File: config.mk
export PLATFORM = sky130hd
export DESIGN_NAME = iudec_top
export DESIGN_NICKNAME = d
export VERILOG_FILES = /design/src/iudec_pkg.sv /design/src/iudec_sync.sv /design/src/iudec_table.sv /design/src/iudec_top.sv
export SDC_FILE = /design/constraint.sdc
export NUM_CORES = 1
export LEC_CHECK = 0
export ABC_AREA = 1
export BUFFER_PORTS_ARGS = -buffer_cell sky130_fd_sc_hd__buf_4
export CORE_MARGIN = 2
export CORE_UTILIZATION = 52
export DETAILED_ROUTE_END_ITERATION = 8
export PLACE_DENSITY = 0.79
export SYNTH_ARGS = -nofsm -noshare
export SYNTH_HDL_FRONTEND = slang
export SYNTH_HIERARCHICAL = 1
export SYNTH_SLANG_ARGS = --single-unit
export TNS_END_PERCENT = 100
File: constraint.sdc
create_clock -name clk_sys_i -period 2 [get_ports clk_sys_i]
set_clock_uncertainty 0.2 [all_clocks]
set_input_delay 0.1 -clock clk_sys_i [delete_from_list [all_inputs] [get_ports clk_sys_i]]
set_output_delay 0.1 -clock clk_sys_i [all_outputs]
set_load 0.02 [all_outputs]
File: src/iudec_pkg.sv
// iudec_pkg.sv: shared constants, operation codes and carriers for the decoder
package iudec_pkg;

  // =====================================================================
  // opcode groups and fixed values
  localparam logic [3:0] GRP_4 = 4'h4;
  localparam logic [3:0] GRP_5 = 4'h5;
  localparam logic [3:0] GRP_6 = 4'h6;
  localparam logic [3:0] GRP_7 = 4'h7;
  localparam logic [3:0] GRP_8 = 4'h8;
  localparam logic [3:0] GRP_9 = 4'h9;
  localparam logic [3:0] GRP_A = 4'hA;
  localparam logic [3:0] GRP_B = 4'hB;
  localparam logic [3:0] GRP_C = 4'hC;
  localparam logic [3:0] GRP_D = 4'hD;
  localparam logic [3:0] GRP_E = 4'hE;
  localparam logic [31:0] RESET_VECTOR = 32'hA0000000;
  localparam int SR_MD_BIT = 30;
  localparam logic [31:0] SR_RESET = 32'h700000F0;
  localparam int SYNC_STAGES = 2;

  // =====================================================================
  // operation codes
  typedef enum logic [6:0] {
    IUD_UNDEF = 7'h00,
    IUD_SHIFT_LEFT_ONE = 7'h01,
    IUD_DECREMENT_AND_TEST = 7'h02,
    IUD_ARITH_SHIFT_LEFT_ONE = 7'h03,
    IUD_SHIFT_RIGHT_ONE = 7'h04,
    IUD_COMPARE_NONNEGATIVE = 7'h05,
    IUD_ARITH_SHIFT_RIGHT_ONE = 7'h06,
    IUD_STORE_SYS_REG_PREDEC = 7'h07,
    IUD_STORE_CTRL_REG_PREDEC = 7'h08,
    IUD_ROTATE_LEFT = 7'h09,
    IUD_ROTATE_LEFT_CARRY = 7'h0A,
    IUD_ROTATE_RIGHT = 7'h0B,
    IUD_COMPARE_POSITIVE = 7'h0C,
    IUD_ROTATE_RIGHT_CARRY = 7'h0D,
    IUD_LOAD_SYS_REG_POSTINC = 7'h0E,
    IUD_LOAD_CTRL_REG_POSTINC = 7'h0F,
    IUD_SHIFT_LEFT_TWO = 7'h10,
    IUD_SHIFT_LEFT_EIGHT = 7'h11,
    IUD_SHIFT_LEFT_SIXTEEN = 7'h12,
    IUD_SHIFT_RIGHT_TWO = 7'h13,
    IUD_SHIFT_RIGHT_EIGHT = 7'h14,
    IUD_SHIFT_RIGHT_SIXTEEN = 7'h15,
    IUD_COPY_TO_SYS_REG = 7'h16,
    IUD_JUMP_SUBROUTINE = 7'h17,
    IUD_TEST_AND_SET_BYTE = 7'h18,
    IUD_JUMP_REGISTER = 7'h19,
    IUD_DYNAMIC_ARITH_SHIFT = 7'h1A,
    IUD_DYNAMIC_LOGIC_SHIFT = 7'h1B,
    IUD_COPY_TO_CTRL_REG = 7'h1C,
    IUD_WORD_MULT_ACCUMULATE = 7'h1D,
    IUD_LOAD_DISP4_LONG = 7'h1E,
    IUD_LOAD_BYTE = 7'h1F,
    IUD_LOAD_WORD = 7'h20,
    IUD_LOAD_LONG = 7'h21,
    IUD_MOVE_REG = 7'h22,
    IUD_LOAD_BYTE_POSTINC = 7'h23,
    IUD_LOAD_WORD_POSTINC = 7'h24,
    IUD_LOAD_LONG_POSTINC = 7'h25,
    IUD_INVERT = 7'h26,
    IUD_SWAP_BYTE = 7'h27,
    IUD_SWAP_WORD = 7'h28,
    IUD_NEGATE_WITH_CARRY = 7'h29,
    IUD_NEGATE = 7'h2A,
    IUD_ZERO_EXTEND_BYTE = 7'h2B,
    IUD_ZERO_EXTEND_WORD = 7'h2C,
    IUD_SIGN_EXTEND_BYTE = 7'h2D,
    IUD_SIGN_EXTEND_WORD = 7'h2E,
    IUD_ADD_IMMEDIATE = 7'h2F,
    IUD_STORE_R0_DISP4_BYTE = 7'h30,
    IUD_STORE_R0_DISP4_WORD = 7'h31,
    IUD_LOAD_R0_DISP4_BYTE = 7'h32,
    IUD_LOAD_R0_DISP4_WORD = 7'h33,
    IUD_COMPARE_EQUAL = 7'h34,
    IUD_BRANCH_IF_TRUE = 7'h35,
    IUD_BRANCH_IF_FALSE = 7'h36,
    IUD_DELAYED_BRANCH_IF_TRUE = 7'h37,
    IUD_DELAYED_BRANCH_IF_FALSE = 7'h38,
    IUD_LOAD_PC_WORD = 7'h39,
    IUD_BRANCH_ALWAYS = 7'h3A,
    IUD_BRANCH_SUBROUTINE = 7'h3B,
    IUD_STORE_GBR_BYTE = 7'h3C,
    IUD_STORE_GBR_WORD = 7'h3D,
    IUD_STORE_GBR_LONG = 7'h3E,
    IUD_SOFTWARE_TRAP = 7'h3F,
    IUD_LOAD_GBR_BYTE = 7'h40,
    IUD_LOAD_GBR_WORD = 7'h41,
    IUD_LOAD_GBR_LONG = 7'h42,
    IUD_PC_RELATIVE_ADDRESS = 7'h43,
    IUD_TEST_IMMEDIATE = 7'h44,
    IUD_AND_IMMEDIATE = 7'h45,
    IUD_XOR_IMMEDIATE = 7'h46,
    IUD_OR_IMMEDIATE = 7'h47,
    IUD_TEST_IMMEDIATE_BYTE = 7'h48,
    IUD_AND_IMMEDIATE_BYTE = 7'h49,
    IUD_XOR_IMMEDIATE_BYTE = 7'h4A,
    IUD_OR_IMMEDIATE_BYTE = 7'h4B,
    IUD_LOAD_PC_LONG = 7'h4C,
    IUD_MOVE_IMMEDIATE = 7'h4D
  } iudec_op_t;

  // special register selectors: system, control and banked
  typedef enum logic [4:0] {
    IUD_SREG_NONE = 5'h00,
    IUD_SREG_MULT_HIGH = 5'h01,
    IUD_SREG_MULT_LOW = 5'h02,
    IUD_SREG_PROC_RET = 5'h03,
    IUD_SREG_STATUS = 5'h04,
    IUD_SREG_GLOBAL_BASE = 5'h05,
    IUD_SREG_VECTOR_BASE = 5'h06,
    IUD_SREG_SAVED_STATUS = 5'h07,
    IUD_SREG_SAVED_PC = 5'h08,
    IUD_SREG_BANK0 = 5'h10
  } iudec_sreg_t;

  // processor states, one-hot
  typedef enum logic [4:0] {
    IUD_ST_RESET = 5'b00001,
    IUD_ST_EXCEPTION = 5'b00010,
    IUD_ST_BUS_RELEASED = 5'b00100,
    IUD_ST_EXECUTE = 5'b01000,
    IUD_ST_POWER_DOWN = 5'b10000
  } iudec_state_t;

  // =====================================================================
  // decoded instruction carrier
  typedef struct packed {
    iudec_op_t op;
    logic [4:0] sreg;
    logic [3:0] rn;
    logic [3:0] rm;
    logic [31:0] imm;
    logic undefined;
    logic privileged;
  } iudec_dec_t;

endpackage

File: src/iudec_sync.sv
// iudec_sync.sv: two-stage synchroniser for one asynchronous level
`timescale 1ns/1ns
`default_nettype none
module iudec_sync
  import iudec_pkg::*;
(
  input wire logic clk_sys_i,
  input wire logic nrst_i,
  input wire logic async_i,
  output logic sync_o
);
  logic meta_reg;

  // first stage feeds only the second stage
  always_ff @(posedge clk_sys_i or negedge nrst_i) begin
    if (!nrst_i) begin
      meta_reg <= 1'b1;
      sync_o <= 1'b1;
    end else begin
      meta_reg <= async_i;
      sync_o <= meta_reg;
    end
  end
endmodule // iudec_sync
`default_nettype wire

File: src/iudec_table.sv
// iudec_table.sv: combinational opcode map for groups 0100 to 1110
`timescale 1ns/1ns
`default_nettype none
module iudec_table
  import iudec_pkg::*;
(
  input wire logic [15:0] instr_i,
  output iudec_dec_t dec_o
);
  logic [3:0] grp;
  logic [3:0] f2;
  logic [3:0] lo;
  logic [1:0] col;
  logic [1:0] pre;
  logic [4:0] ctl;

  assign grp = instr_i[15:12];
  assign f2 = instr_i[7:4];
  assign lo = instr_i[3:0];
  assign col = instr_i[5:4];
  assign pre = instr_i[7:6];

  // control selector shared by stores, loads and copies
  always_comb begin
    ctl = IUD_SREG_NONE;
    case (pre)
      2'b00: ctl = 5'(IUD_SREG_STATUS) + {3'h0, col};
      2'b01: ctl = (col == 2'b00) ? IUD_SREG_SAVED_PC : IUD_SREG_NONE;
      default: ctl = {2'b10, pre[0], col};
    endcase
  end

  always_comb begin
    dec_o = '0;
    dec_o.op = IUD_UNDEF;
    dec_o.rn = instr_i[11:8];
    dec_o.rm = instr_i[7:4];
    case (grp)
      GRP_4: begin
        dec_o.rm = instr_i[11:8];
        case (lo)
          4'h0: case (f2)
            4'h0: dec_o.op = IUD_SHIFT_LEFT_ONE; // [RQ1]
            4'h1: dec_o.op = IUD_DECREMENT_AND_TEST; // [RQ1]
            4'h2: dec_o.op = IUD_ARITH_SHIFT_LEFT_ONE; // [RQ1]
            default: dec_o.op = IUD_UNDEF;
          endcase
          4'h1: case (f2)
            4'h0: dec_o.op = IUD_SHIFT_RIGHT_ONE; // [RQ1]
            4'h1: dec_o.op = IUD_COMPARE_NONNEGATIVE; // [RQ1]
            4'h2: dec_o.op = IUD_ARITH_SHIFT_RIGHT_ONE; // [RQ1]
            default: dec_o.op = IUD_UNDEF;
          endcase
          4'h2, 4'h6, 4'hA: if (f2 < 4'h3) begin
            dec_o.sreg = 5'(IUD_SREG_MULT_HIGH) + {1'b0, f2}; // [RQ2] [RQ6]
            dec_o.op = (lo == 4'h2) ? IUD_STORE_SYS_REG_PREDEC :
              (lo == 4'h6) ? IUD_LOAD_SYS_REG_POSTINC :
              IUD_COPY_TO_SYS_REG; // [RQ10]
          end
          4'h3, 4'h7, 4'hE: if (ctl != IUD_SREG_NONE) begin
            dec_o.sreg = ctl; // [RQ3] [RQ4]
            dec_o.privileged = 1'b1;
            dec_o.op = (lo == 4'h3) ? IUD_STORE_CTRL_REG_PREDEC :
              (lo == 4'h7) ? IUD_LOAD_CTRL_REG_POSTINC :
              IUD_COPY_TO_CTRL_REG; // [RQ6] [RQ10]
          end
          4'h4: case (f2)
            4'h0: dec_o.op = IUD_ROTATE_LEFT; // [RQ5]
            4'h2: dec_o.op = IUD_ROTATE_LEFT_CARRY; // [RQ5]
            default: dec_o.op = IUD_UNDEF;
          endcase
          4'h5: case (f2)
            4'h0: dec_o.op = IUD_ROTATE_RIGHT; // [RQ5]
            4'h1: dec_o.op = IUD_COMPARE_POSITIVE; // [RQ5]
            4'h2: dec_o.op = IUD_ROTATE_RIGHT_CARRY; // [RQ5]
            default: dec_o.op = IUD_UNDEF;
          endcase
          4'h8: case (f2)
            4'h0: dec_o.op = IUD_SHIFT_LEFT_TWO; // [RQ7]
            4'h1: dec_o.op = IUD_SHIFT_LEFT_EIGHT; // [RQ7]
            4'h2: dec_o.op = IUD_SHIFT_LEFT_SIXTEEN; // [RQ7]
            default: dec_o.op = IUD_UNDEF;
          endcase
          4'h9: case (f2)
            4'h0: dec_o.op = IUD_SHIFT_RIGHT_TWO; // [RQ7]
            4'h1: dec_o.op = IUD_SHIFT_RIGHT_EIGHT; // [RQ7]
            4'h2: dec_o.op = IUD_SHIFT_RIGHT_SIXTEEN; // [RQ7]
            default: dec_o.op = IUD_UNDEF;
          endcase
          4'hB: case (f2)
            4'h0: dec_o.op = IUD_JUMP_SUBROUTINE; // [RQ8]
            4'h1: dec_o.op = IUD_TEST_AND_SET_BYTE; // [RQ8]
            4'h2: dec_o.op = IUD_JUMP_REGISTER; // [RQ8]
            default: dec_o.op = IUD_UNDEF;
          endcase
          4'hC: begin
            dec_o.op = IUD_DYNAMIC_ARITH_SHIFT; // [RQ9]
            dec_o.rm = instr_i[7:4];
          end
          4'hD: begin
            dec_o.op = IUD_DYNAMIC_LOGIC_SHIFT; // [RQ9]
            dec_o.rm = instr_i[7:4];
          end
          4'hF: begin
            dec_o.op = IUD_WORD_MULT_ACCUMULATE; // [RQ9]
            dec_o.rm = instr_i[7:4];
          end
          default: dec_o.op = IUD_UNDEF;
        endcase
      end
      GRP_5: begin
        dec_o.op = IUD_LOAD_DISP4_LONG; // [RQ12]
        dec_o.imm = {26'h0, lo, 2'b00};
      end
      GRP_6: begin
        case ({lo[3:2], lo[1:0]})
          4'h0: dec_o.op = IUD_LOAD_BYTE; // [RQ11]
          4'h1: dec_o.op = IUD_LOAD_WORD;
          4'h2: dec_o.op = IUD_LOAD_LONG;
          4'h3: dec_o.op = IUD_MOVE_REG;
          4'h4: dec_o.op = IUD_LOAD_BYTE_POSTINC;
          4'h5: dec_o.op = IUD_LOAD_WORD_POSTINC;
          4'h6: dec_o.op = IUD_LOAD_LONG_POSTINC;
          4'h7: dec_o.op = IUD_INVERT;
          4'h8: dec_o.op = IUD_SWAP_BYTE;
          4'h9: dec_o.op = IUD_SWAP_WORD;
          4'hA: dec_o.op = IUD_NEGATE_WITH_CARRY;
          4'hB: dec_o.op = IUD_NEGATE;
          4'hC: dec_o.op = IUD_ZERO_EXTEND_BYTE;
          4'hD: dec_o.op = IUD_ZERO_EXTEND_WORD;
          4'hE: dec_o.op = IUD_SIGN_EXTEND_BYTE;
          default: dec_o.op = IUD_SIGN_EXTEND_WORD;
        endcase
      end
      GRP_7: begin
        dec_o.op = IUD_ADD_IMMEDIATE; // [RQ12]
        dec_o.imm = {{24{instr_i[7]}}, instr_i[7:0]};
      end
      GRP_8: begin
        dec_o.rn = instr_i[7:4];
        dec_o.rm = instr_i[7:4];
        case (instr_i[11:8])
          4'h0: dec_o.op = IUD_STORE_R0_DISP4_BYTE; // [RQ13]
          4'h1: dec_o.op = IUD_STORE_R0_DISP4_WORD;
          4'h4: dec_o.op = IUD_LOAD_R0_DISP4_BYTE;
          4'h5: dec_o.op = IUD_LOAD_R0_DISP4_WORD;
          4'h8: dec_o.op = IUD_COMPARE_EQUAL;
          4'h9: dec_o.op = IUD_BRANCH_IF_TRUE;
          4'hB: dec_o.op = IUD_BRANCH_IF_FALSE;
          4'hD: dec_o.op = IUD_DELAYED_BRANCH_IF_TRUE;
          4'hF: dec_o.op = IUD_DELAYED_BRANCH_IF_FALSE;
          default: dec_o.op = IUD_UNDEF;
        endcase
        if (instr_i[11]) begin
          dec_o.imm = {{24{instr_i[7]}}, instr_i[7:0]};
        end else begin
          dec_o.imm = instr_i[8] ? {27'h0, lo, 1'b0} : {28'h0, lo};
        end
      end
      GRP_9, GRP_D: begin
        dec_o.op = (grp == GRP_9) ? IUD_LOAD_PC_WORD : IUD_LOAD_PC_LONG; // [RQ17]
        dec_o.imm = (grp == GRP_9) ? {23'h0, instr_i[7:0], 1'b0} :
          {22'h0, instr_i[7:0], 2'b00};
      end
      GRP_A, GRP_B: begin
        dec_o.op = (grp == GRP_A) ? IUD_BRANCH_ALWAYS : IUD_BRANCH_SUBROUTINE; // [RQ14]
        dec_o.imm = {{19{instr_i[11]}}, instr_i[11:0], 1'b0};
      end
      GRP_C: begin
        dec_o.imm = {24'h0, instr_i[7:0]};
        case (instr_i[11:8])
          4'h0: dec_o.op = IUD_STORE_GBR_BYTE; // [RQ15]
          4'h1: dec_o.op = IUD_STORE_GBR_WORD;
          4'h2: dec_o.op = IUD_STORE_GBR_LONG;
          4'h3: dec_o.op = IUD_SOFTWARE_TRAP;
          4'h4: dec_o.op = IUD_LOAD_GBR_BYTE;
          4'h5: dec_o.op = IUD_LOAD_GBR_WORD;
          4'h6: dec_o.op = IUD_LOAD_GBR_LONG;
          4'h7: dec_o.op = IUD_PC_RELATIVE_ADDRESS;
          4'h8: dec_o.op = IUD_TEST_IMMEDIATE; // [RQ16]
          4'h9: dec_o.op = IUD_AND_IMMEDIATE;
          4'hA: dec_o.op = IUD_XOR_IMMEDIATE;
          4'hB: dec_o.op = IUD_OR_IMMEDIATE;
          4'hC: dec_o.op = IUD_TEST_IMMEDIATE_BYTE;
          4'hD: dec_o.op = IUD_AND_IMMEDIATE_BYTE;
          4'hE: dec_o.op = IUD_XOR_IMMEDIATE_BYTE;
          default: dec_o.op = IUD_OR_IMMEDIATE_BYTE;
        endcase
      end
      GRP_E: begin
        dec_o.op = IUD_MOVE_IMMEDIATE; // [RQ12]
        dec_o.imm = {{24{instr_i[7]}}, instr_i[7:0]};
      end
      default: dec_o.op = IUD_UNDEF;
    endcase
    dec_o.undefined = (dec_o.op == IUD_UNDEF); // [RQ23]
  end
endmodule // iudec_table
`default_nettype wire

File: src/iudec_top.sv
// iudec_top.sv: upper-group instruction decoder with processor state control
// Summary of operation
// RQ1: group4 nibble 0/1 shifts, decrement, compares
// RQ2: store mult/proc registers to predecremented Rn
// RQ3: store status/base/saved registers, saved PC
// RQ4: store banked registers zero to seven
// RQ5: rotates and compare positive
// RQ6: load special registers with Rm postincrement
// RQ7: fixed shifts by 2, 8, 16
// RQ8: jump subroutine, test-and-set, jump
// RQ9: dynamic shifts and word multiply accumulate
// RQ10: copy Rm into special registers
// RQ11: group6 loads, moves, swaps, negates, extends
// RQ12: add immediate, move immediate, disp load
// RQ13: group8 moves, compare, conditional branches
// RQ14: branch and branch subroutine, 12-bit displacement
// RQ15: global-base stores, trap, loads, PC address
// RQ16: immediate logic ops on R0 or byte
// RQ17: PC-relative word and long loads
// RQ18: power-on and manual reset entry
// RQ19: fetch from fixed reset vector after reset
// RQ20: exception saves PC and status, vectors
// RQ21: mode bit set on entry, cleared on exit
// RQ22: five processor states
// RQ23: unassigned opcodes flagged undefined
`timescale 1ns/1ns
`default_nettype none
module iudec_top
  import iudec_pkg::*;
(
  input wire logic clk_sys_i,
  input wire logic nrst_i,
  input wire logic power_on_reset_n_i,
  input wire logic manual_reset_n_i,
  input wire logic instr_valid_i,
  input wire logic [15:0] instr_i,
  input wire logic [31:0] pc_i,
  input wire logic exception_i,
  input wire logic [31:0] vector_offset_i,
  input wire logic [31:0] vector_base_i,
  input wire logic exception_done_i,
  input wire logic bus_request_i,
  input wire logic sleep_i,
  input wire logic wake_i,
  output logic dec_valid_o,
  output iudec_dec_t dec_o,
  output logic [31:0] fetch_addr_o,
  output logic fetch_load_o,
  output logic [31:0] saved_pc_o,
  output logic [31:0] saved_status_o,
  output logic [31:0] status_o,
  output logic user_mode_o,
  output logic privilege_fault_o,
  output logic [4:0] state_o,
  output logic bus_controller_reset_o,
  output logic module_reset_o
);
  // =====================================================================
  // reset pin synchronisers
  logic por_n_sync;
  logic man_n_sync;
  iudec_dec_t dec_comb;
  iudec_state_t state_reg;
  iudec_state_t state_next;
  logic reset_any;
  logic reset_prev_reg;
  logic exc_take;

  iudec_sync u_sync_por (
    .clk_sys_i(clk_sys_i),
    .nrst_i(nrst_i),
    .async_i(power_on_reset_n_i),
    .sync_o(por_n_sync)
  );

  iudec_sync u_sync_man (
    .clk_sys_i(clk_sys_i),
    .nrst_i(nrst_i),
    .async_i(manual_reset_n_i),
    .sync_o(man_n_sync)
  );

  assign reset_any = !por_n_sync || !man_n_sync;

  // a wake-up interrupt takes the same save and redirect path
  assign exc_take = !reset_any && exception_i &&
    (state_reg == IUD_ST_EXECUTE || state_reg == IUD_ST_POWER_DOWN);

  // =====================================================================
  // opcode table
  iudec_table u_table (
    .instr_i(instr_i),
    .dec_o(dec_comb)
  );

  // decoded word is registered so outputs come straight from flops
  always_ff @(posedge clk_sys_i or negedge nrst_i) begin
    if (!nrst_i) begin
      dec_valid_o <= 1'b0;
      dec_o <= '0;
    end else if (reset_any) begin
      dec_valid_o <= 1'b0;
      dec_o <= '0;
    end else begin
      dec_valid_o <= instr_valid_i && (state_reg == IUD_ST_EXECUTE);
      dec_o <= dec_comb; // [RQ23]
    end
  end

  // privileged-only encodings in user mode are reported, not decoded away
  always_ff @(posedge clk_sys_i or negedge nrst_i) begin
    if (!nrst_i) begin
      privilege_fault_o <= 1'b0;
    end else begin
      privilege_fault_o <= !reset_any && instr_valid_i &&
        (state_reg == IUD_ST_EXECUTE) && dec_comb.privileged &&
        !status_o[SR_MD_BIT]; // [RQ21]
    end
  end

  // =====================================================================
  // processor state machine
  always_comb begin
    state_next = state_reg;
    case (state_reg)
      IUD_ST_RESET: state_next = IUD_ST_EXCEPTION; // [RQ19]
      IUD_ST_EXCEPTION: if (exception_done_i) begin
        state_next = IUD_ST_EXECUTE;
      end
      IUD_ST_EXECUTE: begin
        if (exception_i) begin
          state_next = IUD_ST_EXCEPTION; // [RQ20]
        end else if (bus_request_i) begin
          state_next = IUD_ST_BUS_RELEASED;
        end else if (sleep_i) begin
          state_next = IUD_ST_POWER_DOWN;
        end
      end
      IUD_ST_BUS_RELEASED: if (!bus_request_i) begin
        state_next = IUD_ST_EXECUTE;
      end
      IUD_ST_POWER_DOWN: if (wake_i || exception_i) begin
        state_next = exception_i ? IUD_ST_EXCEPTION : IUD_ST_EXECUTE;
      end
      default: state_next = IUD_ST_RESET;
    endcase
    if (reset_any) begin
      state_next = IUD_ST_RESET; // [RQ18]
    end
  end

  always_ff @(posedge clk_sys_i or negedge nrst_i) begin
    if (!nrst_i) begin
      state_reg <= IUD_ST_RESET;
      state_o <= IUD_ST_RESET;
    end else begin
      state_reg <= state_next; // [RQ22]
      state_o <= state_next;
    end
  end

  // =====================================================================
  // reset scopes: manual reset leaves the bus controller alone
  always_ff @(posedge clk_sys_i or negedge nrst_i) begin
    if (!nrst_i) begin
      bus_controller_reset_o <= 1'b1;
      module_reset_o <= 1'b1;
    end else begin
      bus_controller_reset_o <= !por_n_sync; // [RQ18]
      module_reset_o <= reset_any; // [RQ18]
    end
  end

  // =====================================================================
  // fetch redirection, status and saved copies
  always_ff @(posedge clk_sys_i or negedge nrst_i) begin
    if (!nrst_i) begin
      reset_prev_reg <= 1'b1;
    end else begin
      reset_prev_reg <= reset_any;
    end
  end

  always_ff @(posedge clk_sys_i or negedge nrst_i) begin
    if (!nrst_i) begin
      fetch_addr_o <= RESET_VECTOR;
      fetch_load_o <= 1'b0;
    end else if (reset_prev_reg && !reset_any) begin
      fetch_addr_o <= RESET_VECTOR; // [RQ19]
      fetch_load_o <= 1'b1;
    end else if (exc_take) begin
      fetch_addr_o <= vector_base_i + vector_offset_i; // [RQ20]
      fetch_load_o <= 1'b1;
    end else begin
      fetch_load_o <= 1'b0;
    end
  end

  always_ff @(posedge clk_sys_i or negedge nrst_i) begin
    if (!nrst_i) begin
      saved_pc_o <= '0;
      saved_status_o <= '0;
    end else if (exc_take) begin
      saved_pc_o <= pc_i; // [RQ20]
      saved_status_o <= status_o; // [RQ20]
    end
  end

  // mode bit: entry sets it, exit drops to user mode
  always_ff @(posedge clk_sys_i or negedge nrst_i) begin
    if (!nrst_i) begin
      status_o <= SR_RESET;
      user_mode_o <= 1'b0;
    end else if (reset_any) begin
      status_o <= SR_RESET; // [RQ21]
      user_mode_o <= 1'b0;
    end else if (exc_take) begin
      status_o[SR_MD_BIT] <= 1'b1; // [RQ21]
      user_mode_o <= 1'b0;
    end else if (state_reg == IUD_ST_EXCEPTION && exception_done_i) begin
      status_o[SR_MD_BIT] <= 1'b0; // [RQ21]
      user_mode_o <= 1'b1;
    end
  end
endmodule // iudec_top
`default_nettype wire

=== After elaboration in Yosys (flattened, before gate mapping) ===
Memories as Yosys holds them, arrays and structs flattened.
Cells that the tools add are included.

* Add/subtract/negate cells: 3
* Magnitude comparators: 1
* Eq/ne operators: 38
* Muxes and demuxes: 52
* Reduce and logical (&&, ||, !) cells: 31

{| class="wikitable"
|+ Operator list
! operator !! number
|-
| $pmux W32 S6 || 1
|-
| $mux W32 || 3
|-
| $pmux W7 S12 || 1
|-
| $pmux W7 S9 || 1
|-
| $eq A4 B4 Y1 const B || 15
|-
| $mux W5 || 11
|-
| $mux W54 || 1
|-
| $pmux W5 S3 || 3
|-
| $add A32 B32 Y32 || 1
|-
| $eq A4 B3 Y1 const B || 8
|-
| $pmux W5 S5 || 1
|-
| $mux W12 || 2
|-
| $mux W7 || 3
|-
| $mux W4 || 5
|-
| $pmux W5 S2 || 2
|-
| $mux W1 || 13
|-
| $eq A4 B2 Y1 const B || 3
|-
| $pmux W4 S3 || 1
|-
| $mux W10 || 1
|-
| $logic_and A1 B1 Y1 || 9
|-
| $pmux W3 S3 || 1
|-
| $reduce_or A3 Y1 || 3
|-
| $eq A4 B1 Y1 const B || 2
|-
| $logic_not A4 Y1 || 2
|-
| other kinds (23) || 32
|}

* ROM bits: 304
* Memories: 3
* Flip-flop bits (word level): 141
* Output and inout port bits: 193
* Logic and storage cells: 150

{| class="wikitable"
|+ Memory list
! name !! words !! width !! read ports !! clocked after memory_dff !! write ports !! line !! source
|-
| (name not given) || 16 || 7 || 1 || 0 || 0 || iudec_table.sv:171 || <nowiki>case (instr_i[11:8])</nowiki>
|-
| (name not given) || 16 || 6 || 1 || 0 || 0 || iudec_table.sv:116 || <nowiki>case ({lo[3:2], lo[1:0]})</nowiki>
|-
| (name not given) || 16 || 6 || 1 || 0 || 0 || iudec_table.sv:142 || <nowiki>case (instr_i[11:8])</nowiki>
|}

=== Logic depth before layout (Yosys ltp) ===
* Word-level depth: 9
* Depth in mapped cells: 17
* Depth with buffers taken out: 17

=== Cells and area by module ===
Netlist, hierarchy kept.

{| class="wikitable"
|+ Modules (own cells, without submodules)
! module !! instances !! cells each !! area each (um2) !! seq. area each (um2)
|-
| iudec_top || 1 || 1000 || 7422.1 || 3310.7
|-
| iudec_table || 1 || 313 || 1627.8 || 0.0
|-
| iudec_sync || 2 || 2 || 52.6 || 52.6
|}

=== Worst setup path after synthesis ===
No wires, ideal clock.

* Path type: input to register
* Start point: input port instr_i[15]
* End point: register dec_o[15] in the netlist's numbering
* Data arrival time: 1862 ps
* Data required time: 1726 ps
* Slack: -136 ps
* Cell stages on the path: 7
* Path through: inv_1 > nor2_4 > nand2_1 > o21ai_0 > buf_4 > inv_1 > nor2_1

{| class="wikitable"
|+ RTL lines
! item !! line !! source
|-
| from (decl) || iudec_top.sv:36 || <nowiki>input wire logic [15:0] instr_i,</nowiki>
|-
| to (signal assigned) || iudec_top.sv:106 || <nowiki>dec_o <= dec_comb;</nowiki>
|-
| to (decl) || iudec_top.sv:46 || <nowiki>output iudec_dec_t dec_o,</nowiki>
|}

=== Worst setup path after layout ===
* Start point: input port vector_base_i[30]
* End point: register fetch_addr_o[31]

* Cells in the longest elaborated chain, start to end: 3

{| class="wikitable"
|+ Ends and longest elaborated chain
! item !! line !! source
|-
| from (decl) || iudec_top.sv:40 || <nowiki>input wire logic [31:0] vector_base_i,</nowiki>
|-
| $add A32 B32 Y32 || iudec_top.sv:192 || <nowiki>fetch_addr_o <= vector_base_i + vector_offset_i;</nowiki>
|-
| $mux W32 || iudec_top.sv:191 || <nowiki>end else if (exc_take) begin</nowiki>
|-
| $mux W32 || iudec_top.sv:188 || <nowiki>end else if (reset_prev_reg && !reset_any) begin</nowiki>
|-
| to (signal assigned) || iudec_top.sv:192 ||
|-
| to (decl) || iudec_top.sv:47 || <nowiki>output logic [31:0] fetch_addr_o,</nowiki>
|}

No other way between the ends. The select of a mux whose other input is x is not followed.
A chain may end at the register's enable or synchronous reset.

==> results.toml <==
[timing]
finalHoldViolations = 2
max_slew_margin = 0.630
tightest_slew_ns = 0.549
drv_slew = 0
rsz0062_at_grt = "true"
max_freq_mhz = 504
whs_ns = -0.00594
finalWorstSetupSlack_ns = 0.0156
period_minus_slack_ns = 1.98
timing.final.crit_share = 0.992
setup_viol = 0

[cells_and_area]
n_antenna_cell = 0
fin_nets = 1860
top_register = "dec_o"
area.growth.synth_to_final_pct = 42.8
fillers = 1255
largest_register_ffs = 54
top_regs = "dec_o x54, fetch_addr_o x32, saved_pc_o x32"
layout-drive-gt1-share = 0.261

[floorplan]
rows = 48
die_area_mm2 = 0.0187
num_io_pins = 315
start_util = 0.531
core_mm2 = 0.0172
die_h_um = 137
die_w_um = 137

[synth]
async_flop_share = 1.00
synth_top_area_frac = 0.344
synth_cells = 1317
synthDistinctLibCells = 48
synth_area_mm2 = 0.00916
ys_warn_count = 6
avgSynthCellArea_um2 = 6.95
synth_top_flop_cell = "dfrtp_1"
yosysSeqAreaShare = 0.373
synth-seq-cells = 136
ys_top_cells_by_area = "dfrtp_1 (34%), nand2_1 (18%), inv_1 (7.8%)"
synth-edff-count = 0
synth_area_leader_cell = "dfrtp_1"

[cts]
path_clk_slew_ns = 0.07
clkLatencyLatePin_ns = 0.42
cts_sinks = 136
h-tree-depth = 4
root_buffer = "clkbuf_16"
cts_tree = "built"
numCtsBuffers = 17
cts.path.max_buffers = 2

[placed_design]
dpl.hpwl_mm = 21.1
gp_congestion = 0.953
io_buffer_count = 258
place_ws_ns = -0.0985

[power_and_ir_drop]
ir_worst_vdd_uv = 616
power.total_mw = 7.99
power_density_mw_per_mm2 = 611
power.leakage_nw = 7.43

[route]
drt_pre_antenna_iters = 8
ant_nets = 0
drt_iter0_drc = 847
drc = 0
route.final.wire_length_mm = 31.1
viasPerCell = 5.20
num_vias = 10040
detail_route.wl_per_cell_um = 16.1

[global_routing]
overflow = 0
grt_pass1_wl_mm = 46.9
track_usage = 0.322
grt_pass1_vias = 9662
grt_max_degree = 54
antenna_found_initial = 0

[hold_path]
hold_end = "fetch_addr_o[18]$_DFFE_PN0P_"
holdPathStages = 5
hp-start = "vector_offset_i[18]"
min_path_type = "in2reg"

[setup_path]
start_kind = "input port"
max_stage_delay_ns = 0.55
crit_path_top_delay_cell = "dlygate4sd3_1"
r2r_start = "u_sync_por/sync_o$_DFF_PN1_"
cp_max_fo = 4
reg2reg_depth = 6
cp.required_ns = 2.17
cp_cell_sequence = "dlygate4sd3_1, buf_4, ha_1, nand2_1, a21oi_1, nor2_1, nand2_1, a21oi_2, nand3_1, nand3_1, nand2_1, inv_1"
crit_type = "in2reg"
worst_ep_arrival_time_ns = 2.16
critPathTopFamily = "simple AND/OR/NAND/NOR gates"
path_common_cell = "nand2_1"
r2r-end = "state_reg[2]$_DFFE_PN0P_"
crit_buf_inv = 3
r2r_setup_slack_ns = 0.07
end_kind = "flop"

[flow_run]
max_cap_viol_count = 0

[status]
outcome = "finished, violations left"
failed_checks = "negative hold slack"
[cells in the mapped netlist, types with 5 or more instances]
cell type,number
o221ai_1,8
dfrtp_1,126
nor2_4,5
o21ai_0,43
a21oi_1,47
inv_1,190
o21bai_1,5
dfstp_2,10
xnor2_1,8
nand2_2,5
nor3_1,9
nand3_1,72
inv_2,8
nand4_1,12
ha_1,43
buf_4,81
buf_2,8
clkbuf_1,9
nor2_1,145
nand2_1,434
[worst min-delay path, cell delays in order]
cell      delay [ns]
buf_4           0.10
ha_4            0.16
nand3b_1        0.11
nand3_1         0.07
nand2_1         0.05
[power by group]
part / switching (mW) / total [mW] / leakage (nW) / internal, mW
clock network: 1.35 / 3.25 / 0.293 / 1.91
registers: 0.0211 / 2.82 / 1.85 / 2.80
logic: 1.12 / 1.91 / 5.28 / 0.784
total: 2.49 / 7.99 / 7.43 / 5.49
[cell usage in the layout, fill, tap and decap left out, types with 5 or more instances in the layout]
| cell type | Yosys | routed |
|---|---|---|
| nand2_1 | 434 | 420 |
| buf_4 | 81 | 310 |
| inv_1 | 190 | 188 |
| nor2_1 | 145 | 132 |
| dfrtp_1 | 126 | 126 |
| dlygate4sd3_1 | 0 | 90 |
| nand3_1 | 72 | 70 |
| conb_1 | 2 | 56 |
| a21oi_1 | 47 | 41 |
| o21ai_0 | 43 | 41 |
| ha_1 | 43 | 33 |
| nand2_2 | 5 | 17 |
| clkbuf_16 | 0 | 17 |
| nor2_2 | 4 | 13 |
| nand4_1 | 12 | 12 |
| dfstp_2 | 10 | 10 |
| nor2_4 | 5 | 9 |
| inv_2 | 8 | 9 |
| xnor2_1 | 8 | 8 |
| o221ai_1 | 8 | 8 |
| ha_2 | 0 | 7 |
| a21oi_2 | 0 | 6 |
| o21ai_1 | 4 | 6 |
| nor3_1 | 9 | 5 |
| o21bai_1 | 5 | 5 |
| nor3_2 | 1 | 5 |
| buf_12 | 0 | 5 |
[layer usage]
| metal | wire length [µm] | global-route usage | vias up |
|---|---|---|---|
| met1 | 11600 | 0.384 | 4649 |
| met3 | 2710 | 0.0756 | 133 |
| met5 | 0 | 0 | - |
| met2 | 15500 | 0.544 | 563 |
| li1 | - | - | 4695 |
| met4 | 1320 | 0.161 | 0 |
[logic make-up after synthesis]
logic type,Yosys count,synth area share
simple gates,701,0.317
xor+xnor,8,0.00765
buf+inv,302,0.162
flops,136,0.373
fa+ha+maj,44,0.0610
other cells,2,0.000820
compound gates,124,0.0786
[worst max path at each step]
| stage | startpoint | endpoint | slack, ns | cells after the start |
|---|---|---|---|---|
| after floorplan | instr_i[15] | dec_o[15]$_DFF_PN0_ | 0.13 | 10 |
| after global placement | vector_offset_i[0] | fetch_addr_o[12]$_DFFE_PN0P_ | -0.09 | 11 |
| after detailed placement | vector_offset_i[0] | fetch_addr_o[12]$_DFFE_PN0P_ | -0.1 | 11 |
| after CTS | vector_base_i[20] | fetch_addr_o[25]$_DFFE_PN0P_ | 0.01 | 12 |
| after global routing | vector_base_i[9] | fetch_addr_o[21]$_DFFE_PN0P_ | -0.05 | 12 |
| final | vector_base_i[30] | fetch_addr_o[31]$_DFFE_PN1P_ | 0.02 | 12 |
[area by class of cell]
cell class                      count  area (µm²)  share of cell area
Sequential cell                   136        3420               0.261
Inverter                          200         758              0.0580
Timing Repair Buffer              406        3340               0.256
Clock buffer                       18         439              0.0336
Multi-Input combinational cell    933        4670               0.358
Tap cell                          225         282              0.0215
Clock inverter                     14         163              0.0124
[through the flow]
step / setup TNS (ns) / cells / area, µm² / utilization
after CTS: 0 / 1927 / 12800 / 0.744
after global routing: -0.185 / 1932 / 13100 / 0.758
after floorplan: 0 / 1371 / 9360 / -
final: 0 / 1932 / 13100 / 0.758
after global placement: -0.162 / 1805 / 11300 / 0.656
after detailed placement: -0.495 / 1805 / 11300 / 0.656
[timing repair]
item	in CTS	in global routing
gates resized for setup	0	61
setup buffers	0	4
hold buffers	90	2
endpoints found under the hold margin	218	2
setup endpoints to repair	0	38
(Power assumes the default switching activity.)
